## config.mk

```make
export PLATFORM = sky130hd
export DESIGN_NAME = gasc_host_flat
export DESIGN_NICKNAME = d
export VERILOG_FILES = /design/src/verilog/gasc_pkg.sv /design/src/verilog/gasc_link_if.sv /design/src/verilog/gasc_sync2.sv /design/src/verilog/gasc_host.sv /design/src/flat_wrapper.sv
export VERILOG_INCLUDE_DIRS = /design/src /design/src/verilog
export SDC_FILE = /design/constraint.sdc
export NUM_CORES = 1
export LEC_CHECK = 0
export BUFFER_PORTS_ARGS = -buffer_cell sky130_fd_sc_hd__clkbuf_2
export CAP_MARGIN = 20
export CORE_ASPECT_RATIO = 1.1
export CORE_MARGIN = 4
export CORE_UTILIZATION = 55
export DETAILED_ROUTE_END_ITERATION = 6
export PLACE_DENSITY_LB_ADDON = 0.05
export SYNTH_ARGS = -nofsm -noshare
export SYNTH_HDL_FRONTEND = slang
export SYNTH_HIERARCHICAL = 1
export SYNTH_SLANG_ARGS = --single-unit
export TNS_END_PERCENT = 30
```

## constraint.sdc

```tcl
create_clock -name CORE_CLK -period 2.25 [get_ports CORE_CLK]
set_input_delay 0.3375 -clock CORE_CLK [delete_from_list [all_inputs] [get_ports CORE_CLK]]
set_output_delay 0.3375 -clock CORE_CLK [all_outputs]
set_load 0.01 [all_outputs]
```

## src/verilog/gasc_cfg.svh

```systemverilog
`ifndef GASC_CFG_SVH
`define GASC_CFG_SVH
`define GASC_ADDR_W 4
`define GASC_DATA_W 8
`define GASC_FRAME_W 12
`define GASC_REG_POWER_GAIN 4'h0
`define GASC_REG_INIT 4'h1
`define GASC_PC_MSB 7
`define GASC_PC_LSB 6
`define GASC_GC_MSB 5
`define GASC_GC_LSB 0
`define GASC_PG_RESET 8'hFD
`define GASC_PC_RESET 2'h3
`define GASC_GC_RESET 6'h3D
`define GASC_INIT_VALUE 8'h00
`define GASC_POWERUP_US 100
`define GASC_CORE_MHZ 100
`define GASC_POWERUP_CYC (`GASC_POWERUP_US * `GASC_CORE_MHZ)
`define GASC_SCLK_DIV 10
`endif

```

## src/verilog/gasc_pkg.sv

```systemverilog
package gasc_pkg;
  typedef enum logic [1:0] {
    GASC_IDLE = 2'b00,
    GASC_SHIFT = 2'b01,
    GASC_GAP = 2'b10,
    GASC_WAIT = 2'b11
  } gasc_host_state_type;
endpackage

```

## src/verilog/gasc_link_if.sv

```systemverilog
`timescale 1ns/10ps
`default_nettype none
interface gasc_link_if;
  logic cs_n;
  logic sclk;
  logic sda;
  logic transmit_on_pin;
  modport host (output cs_n, output sclk, output sda, output transmit_on_pin);
  modport dev (input cs_n, input sclk, input sda, input transmit_on_pin);
endinterface
`default_nettype wire

```

## src/verilog/gasc_sync2.sv

```systemverilog
`timescale 1ns/10ps
`default_nettype none
module gasc_sync2 (
  // Clock and reset
  input wire logic clk,
  input wire logic rst_n,
  // Level in and out
  input wire logic d,
  output logic q
);
  logic meta_ff;
  always_ff @(posedge clk or negedge rst_n)
  begin
    if (!rst_n)
    begin
      meta_ff <= 1'b0;
      q <= 1'b0;
    end
    else
    begin
      meta_ff <= d;
      q <= meta_ff;
    end
  end
endmodule
`default_nettype wire

```

## src/verilog/gasc_host.sv

```systemverilog
`include "gasc_cfg.svh"
`timescale 1ns/10ps
`default_nettype none
module gasc_host
  import gasc_pkg::*;
#(
  parameter int POWERUP_CYC = `GASC_POWERUP_CYC
)
(
  // Clock and reset
  input wire logic CORE_CLK,
  input wire logic RESETN,
  // Write request
  input wire logic WR_REQ,
  input wire logic [3:0] WR_ADDR,
  input wire logic [7:0] WR_DATA,
  output logic WR_READY,
  // Burst control
  input wire logic TX_ON,
  // Serial link, host end
  gasc_link_if.host LINK
);
  gasc_host_state_type state_ff;
  logic [31:0] wait_ff;
  logic [11:0] frame_ff;
  logic [3:0] bit_ff;
  logic [3:0] div_ff;
  logic sclk_ff;
  logic cs_n_ff;
  logic sda_ff;
  logic transmit_on_pin_ff;
  logic tx_sync;
  gasc_sync2 u_tx_sync (
    .clk(CORE_CLK),
    .rst_n(RESETN),
    .d(TX_ON),
    .q(tx_sync)
  );
  wire ready_up = (wait_ff >= POWERUP_CYC[31:0]);
  wire half = (div_ff == 4'(`GASC_SCLK_DIV / 2 - 1));
  assign WR_READY = ready_up && (state_ff == GASC_IDLE) && !transmit_on_pin_ff;
  always_ff @(posedge CORE_CLK or negedge RESETN)
  begin
    if (!RESETN)
    begin
      state_ff <= GASC_IDLE;
      wait_ff <= 32'h0;
      frame_ff <= 12'h000;
      bit_ff <= 4'h0;
      div_ff <= 4'h0;
      sclk_ff <= 1'b0;
      cs_n_ff <= 1'b1;
      sda_ff <= 1'b0;
      transmit_on_pin_ff <= 1'b0;
    end
    else
    begin
      if (!ready_up)
        wait_ff <= wait_ff + 32'h1;
      div_ff <= half ? 4'h0 : div_ff + 4'h1;
      case (state_ff)
        GASC_IDLE:
        begin
          transmit_on_pin_ff <= tx_sync;
          if (WR_REQ && WR_READY)
          begin
            frame_ff <= {WR_ADDR[2:0], WR_DATA, 1'b0};
            sda_ff <= WR_ADDR[3];
            cs_n_ff <= 1'b0;
            bit_ff <= 4'h0;
            div_ff <= 4'h0;
            state_ff <= GASC_SHIFT;
          end
        end
        GASC_SHIFT:
          if (half)
          begin
            sclk_ff <= !sclk_ff;
            if (sclk_ff)
            begin
              sda_ff <= frame_ff[11];
              frame_ff <= {frame_ff[10:0], 1'b0};
            end
            else if (bit_ff == 4'hB)
              state_ff <= GASC_GAP;
            else
              bit_ff <= bit_ff + 4'h1;
          end
        GASC_GAP:
          if (half && sclk_ff)
          begin
            sclk_ff <= 1'b0;
            state_ff <= GASC_WAIT;
          end
        GASC_WAIT:
          if (half)
          begin
            cs_n_ff <= 1'b1;
            state_ff <= GASC_IDLE;
          end
        default:
          state_ff <= GASC_IDLE;
      endcase
    end
  end
  assign LINK.cs_n = cs_n_ff;
  assign LINK.sclk = sclk_ff;
  assign LINK.sda = sda_ff;
  assign LINK.transmit_on_pin = transmit_on_pin_ff;
endmodule
`default_nettype wire

```

## src/flat_wrapper.sv

```systemverilog
// flat-port wrapper written by rule: the top's interface ports become plain ports
module gasc_host_flat import gasc_pkg::*;
#(
  parameter int POWERUP_CYC = `GASC_POWERUP_CYC
)
  (CORE_CLK, RESETN, WR_REQ, WR_ADDR, WR_DATA, WR_READY, TX_ON, LINK_cs_n, LINK_sclk, LINK_sda, LINK_transmit_on_pin);
  gasc_link_if LINK_i ();
  input wire logic CORE_CLK;
  input wire logic RESETN;
  input wire logic WR_REQ;
  input wire logic [3:0] WR_ADDR;
  input wire logic [7:0] WR_DATA;
  output logic WR_READY;
  input wire logic TX_ON;
  output wire logic [$bits(LINK_i.cs_n)-1:0] LINK_cs_n;
  output wire logic [$bits(LINK_i.sclk)-1:0] LINK_sclk;
  output wire logic [$bits(LINK_i.sda)-1:0] LINK_sda;
  output wire logic [$bits(LINK_i.transmit_on_pin)-1:0] LINK_transmit_on_pin;
  assign LINK_cs_n = LINK_i.cs_n;
  assign LINK_sclk = LINK_i.sclk;
  assign LINK_sda = LINK_i.sda;
  assign LINK_transmit_on_pin = LINK_i.transmit_on_pin;
  gasc_host #(.POWERUP_CYC(POWERUP_CYC)) u_core (.CORE_CLK(CORE_CLK), .RESETN(RESETN), .WR_REQ(WR_REQ), .WR_ADDR(WR_ADDR), .WR_DATA(WR_DATA), .WR_READY(WR_READY), .TX_ON(TX_ON), .LINK(LINK_i));
endmodule
```

Word level (Yosys, flattened, before mapping)

Index checks and enable logic that the tools add are counted.

Add/subtract/negate cells: 3
$lt $le $gt $ge: 1
Eq/ne operators: 13
Mux-type cells: 29
Reduce and logical (&&, ||, !) cells: 15

Operator list:

| kind                                                                                   | count |
|---|---|
| 12-bit two-way mux                                                                     | 3 |
| 32-bit by 1-bit adder with 32-bit output (second input constant)                       | 1 |
| 32-bit by 14-bit greater-or-equal comparator with 1-bit output (second input constant) | 1 |
| 4-bit two-way mux                                                                      | 7 |
| 12-bit one-hot mux with 2 select lines                                                 | 1 |
| 2-bit two-way mux                                                                      | 6 |
| 2-bit by 1-bit inequality test with 1-bit output (second input constant)               | 5 |
| 4-bit by 1-bit adder with 4-bit output (second input constant)                         | 2 |
| 2-bit one-hot mux with 4 select lines                                                  | 1 |
| 4-bit one-hot mux with 2 select lines                                                  | 1 |
| 1-bit two-way mux                                                                      | 7 |
| 2-bit inequality test (second input constant)                                          | 3 |
| 1-bit one-hot mux with 2 select lines                                                  | 3 |
| 3-bit AND reduction                                                                    | 2 |
| 6-bit AND reduction                                                                    | 1 |
| 2-bit nonzero test                                                                     | 3 |
| 5-bit AND reduction                                                                    | 1 |
| 2-bit == test (second input constant)                                                  | 2 |
| 4-bit by 3-bit == test with 1-bit output (second input constant)                       | 1 |
| 4-bit == test (second input constant)                                                  | 1 |
| 1-bit logical AND                                                                      | 4 |
| 4-bit AND reduction                                                                    | 1 |
| 2-bit by 1-bit == test with 1-bit output (second input constant)                       | 1 |
| 1-bit zero test                                                                        | 2 |
| 2-bit zero test                                                                        | 1 |

Bits in registers: 60

Depth between registers and ports, before layout

Word-level depth: 6
Mapped depth: 8

Hierarchy

Netlist, hierarchy kept.

Modules (own cells, without submodules):

| module     | times used | cells an instance | area each (um^2) | sequential area each (um^2) |
|---|---|---|---|---|
| gasc_host  | 1          | 241               | 2635.0           | 1427.6 |
| gasc_sync2 | 1          | 2                 | 50.0             | 50.0 |

Worst setup path after synthesis

No wires, ideal clock.

Path kind: flip-flop to output port
From: register u_core.wait_ff[7]
To: output port WR_READY
Data arrival time: 1.638 ns
Path slack: 0.275 ns
Cell stages (with the launch flop): 6
Path buffers: 0
Path through: dfrtp_1 > or4_1 > and4_4 > nor3_4 > nor2_1 > and2_1

Longest elaborated chain between the ends: 3

RTL lines:

| element                                                        | RTL line           | text |
|---|---|---|
| from (decl)                                                    | gasc_host.sv:24    | `logic [31:0] wait_ff;` |
| from (signal assigned)                                         | gasc_host.sv:59    | `wait_ff <= wait_ff + 32'h1;` |
| 32-bit by 14-bit greater-or-equal comparator with 1-bit output | gasc_host.sv:39    | `wire ready_up = (wait_ff >= POWERUP_CYC[31:0]);` |
| 1-bit logical AND (2 in a row)                                 | gasc_host.sv:41    | `assign WR_READY = ready_up && (state_ff == GASC_IDLE) && !transmit_on_pin_ff;` |
| to (decl)                                                      | flat_wrapper.sv:13 | `output logic WR_READY;` |

Every way passes these cells.

Worst setup path in the final report

Ends and elaborated chain as after synthesis.

==> flow_metrics.tcl <==
set metrics [dict create \
    hold_class "input port to flip-flop" \
    clockRootBuffer "clkbuf_8" \
    clkLatencyLatePin_ns 0.33 \
    wl_met2_um 2180 \
    worst_slack_ns -0.0252 \
    fmax_ghz 0.440 \
    post-route-min-period_ns 2.28 \
    dpl.cell_count 305 \
    overflow 0 \
    initial_core_util_pct 57.3 \
    drc_errors 0 \
    dpl.hpwl_um 3160 \
    p_comb_share_pct 1.7 \
    cts.sinks 59 \
    synth_edf_count 0 \
    grt_pass1_vias 1768 \
    p_sw_share_pct 18.8 \
    io_buffer_count 20 \
    power_frac_clock_pct 50.3 \
    yosysMostFrequentCell "dfrtp_1" \
    worst-path-buf-inv 1 \
    max_slew_margin_pct 61.5 \
    chipWidth_um 74.6 \
    coreArea_sq_um 4680 \
    synth_ff_type "dfrtp_1" \
    cp.depth 6 \
    cp_top_family "simple AND/OR/NAND/NOR gates" \
    internal_power_w 0.00180 \
    cp_cell_sequence "or4_1, and4_4, nor3_4, nor2_2, and2_1, clkbuf_2" \
    synth_largest_area_cell "dfrtp_1" \
    grt.total_usage_pct 17.9 \
    ff2ff_path_depth 6 \
    dr_wl_met3_um 183 \
    syn_nets 269 \
    numCtsBuffers 9 \
    setup_viol_count_final 1 \
    stdcell_count 322 \
    synth_seq_cells 59 \
    critical_path.endpoint_type "primary output" \
    fin_hold_ws_ns 0.119 \
    via_per_inst 5.44 \
    seq_power_share_pct 48.0 \
    ioPinCount 21 \
    grt_start_max_net_pins 25 \
    crit_path_max_fanout 5 \
    grt_pass1_wl_um 8050 \
    p_leak_nw 1.55 \
    clockBufferDepth 2 \
    ys_warn_count 6 \
    status "finished, violations left" \
    synth_cell_type_count 41 \
    syn-cell-area_sq_um 2690 \
    nets 288 \
    vias 1752 \
    yosysTopAreaCellShare_pct 54.1 \
    power_density_nw_per_um2 718 \
    drt_wl_total_um 4530 \
    dpl_cell_area_sq_um 2830 \
    drv_slew 0 \
    drive_gt1_share_pct 22.2 \
    dr.max_layer_used "met4" \
    synth_top_cells_by_count "58 x dfrtp_1, 20 x clkbuf_1, 19 x o21ai_0" \
    ys_top_cells_by_area "dfrtp_1 54%, mux2i_1 5.2%, ha_1 4.7%" \
    dr.pass1.iters 4 \
    syn-instance-count 243 \
    final_area_sq_um 3090 \
    gp_congestion 0.732 \
    start_kind "flip-flop" \
    tightest_slew_ns 0.571 \
    nFillCells 386 \
    die_h_um 81.3 \
    clk_pin_slew_ns 0.06 \
    die_area_sq_um 6070 \
    wl_met1_um 2120 \
    diodes 0 \
    cap_violations 0 \
    regArea_sq_um 1480 \
    first_iter_violations 92 \
    syn_to_final_growth_pct 15.0 \
    avgRoutedWirePerCell_um 14.1 \
    slowest_stage "or4_1" \
    rsz0062_at_grt "true" \
    multi_input_area_sq_um 1080 \
    whs_path_depth 1 \
    critPathKind "flip-flop to primary output" \
    ant_nets 0 \
    ir_worst_vdd_v 0.000611 \
    hold_violations 0 \
    tns_ns -0.0252 \
    syn_avg_cell_area_sq_um 11.0 \
    violations "negative setup slack" \
    antenna_found_initial 0 \
    fin_crit_sh_pct 101 \
    row_count 26 \
    crit_required_ns 1.91 \
    cp.arrival_ns 1.94 \
    switchingPower_w 0.000418 \
    cpPeakStageDelay_ns 0.52 \
    finClkSkew_ns 0.00597 \
    async_reset_ff_share_pct 100 \
    yosysSeqAreaShare_pct 55.0 \
    cts_tree "yes" \
    cts-htree-levels 3 \
]
-- flip-flops by register name, indices dropped and copies added, names as in the netlist --
| signal | flops |
|---|---|
| u_core/u_tx_sync/meta_ff | 1 |
| u_core/u_tx_sync/q | 1 |
| u_core/LINK.sda | 1 |
| u_core/frame_ff | 11 |
| u_core/bit_ff | 4 |
| u_core/LINK.transmit_on_pin | 1 |
| u_core/state_ff | 2 |
| u_core/div_ff | 4 |
| u_core/LINK.sclk | 1 |
| u_core/LINK.cs_n | 1 |
| u_core/wait_ff | 32 |
-- power by group through the flow --
stage                     Clock [W]  Sequential, W  Combinational [W]
after floorplan                   0        0.00108         0.00000167
after global placement            0        0.00108          0.0000392
after detailed placement          0        0.00108          0.0000394
after CTS                   0.00115        0.00106          0.0000408
after global routing        0.00120        0.00106          0.0000455
final                       0.00112        0.00106          0.0000386
-- final cells by class --
class	instances	share of cell area, %
flip-flops and latches	59	47.9
inverters	10	1.22
clock inverters	6	3.40
well taps	56	2.27
multi-input cells	150	35.0
repair buffers	32	6.24
clock buffers	9	4.01
-- worst register-to-register path, stage by stage (launching register included) --
cell and delay, ns:
dfrtp_1 0.39, or4_1 0.52, and4_4 0.21, buf_4 0.15
o31ai_4 0.35, a21oi_2 0.09, mux2_4 0.30
-- routing by layer --
metal / up-vias / GRT usage (%)
li1: 880 / -
met1: 836 / 24.0
met2: 32 / 26.8
met3: 4 / 5.94
met4: 0 / 6.94
met5: - / 0
-- final timing paths --
| path | startpoint | to | slack [ns] |
|---|---|---|---|
| max in group asynchronous | RESETN | u_core/frame_ff[2] | 1.04 |
| hold / removal | TX_ON | u_core/u_tx_sync/meta_ff | 0.12 |
| min in group asynchronous | RESETN | u_core/div_ff[2] | 0.54 |
| setup reg to reg | u_core/wait_ff[7] | u_core/state_ff[1] | 0.13 |
| hold reg to reg | u_core/u_tx_sync/meta_ff | u_core/u_tx_sync/q | 0.36 |
| setup / recovery | u_core/wait_ff[7] | WR_READY | -0.03 |
-- cell families (layout without fill, tap and decap cells) --
family	count (synthesis)	after routing	share of synthesized area [%]
AOI/OAI and AO/OA	40	40	10.3
xor gates and xnor gates	13	13	4.24
adders and majority gates	10	10	4.66
buffers and inverters	34	57	5.03
DFF	59	59	55.0
muxes	16	16	6.20
and+or+nand+nor	71	71	14.6
-- metrics by stage --
stage | power [W] | utilization, % | setup slack (ns)
6_report | 0.00222 | 65.9 | -0.0252
4_1_cts | 0.00225 | 65.8 | -0.0542
5_1_grt | 0.00230 | 65.9 | -0.126
2_1_floorplan | 0.00108 | - | 0.275
3_3_place_gp | 0.00112 | 60.5 | 0.265
3_5_place_dp | 0.00112 | 60.5 | 0.248
-- cells in the final DEF (no fill, tap or decap), drive strengths merged, types with 10 or more instances in the layout --
| cell | instances |
|---|---|
| inv | 10 |
| dfrtp | 58 |
| nand2 | 17 |
| xnor2 | 12 |
| mux2i | 14 |
| nor2 | 12 |
| ha | 10 |
| clkbuf | 29 |
| buf | 11 |
| o21ai | 19 |
-- repair_timing --
item	in CTS	in global routing
gates resized for setup	1	1
pin swaps	0	0
endpoints found under the setup margin	1	1
endpoints found under the hold margin	1	0
setup buffers	1	0
hold buffers	1	0
cloned	0	0
Power figures use the tool's default switching activity.
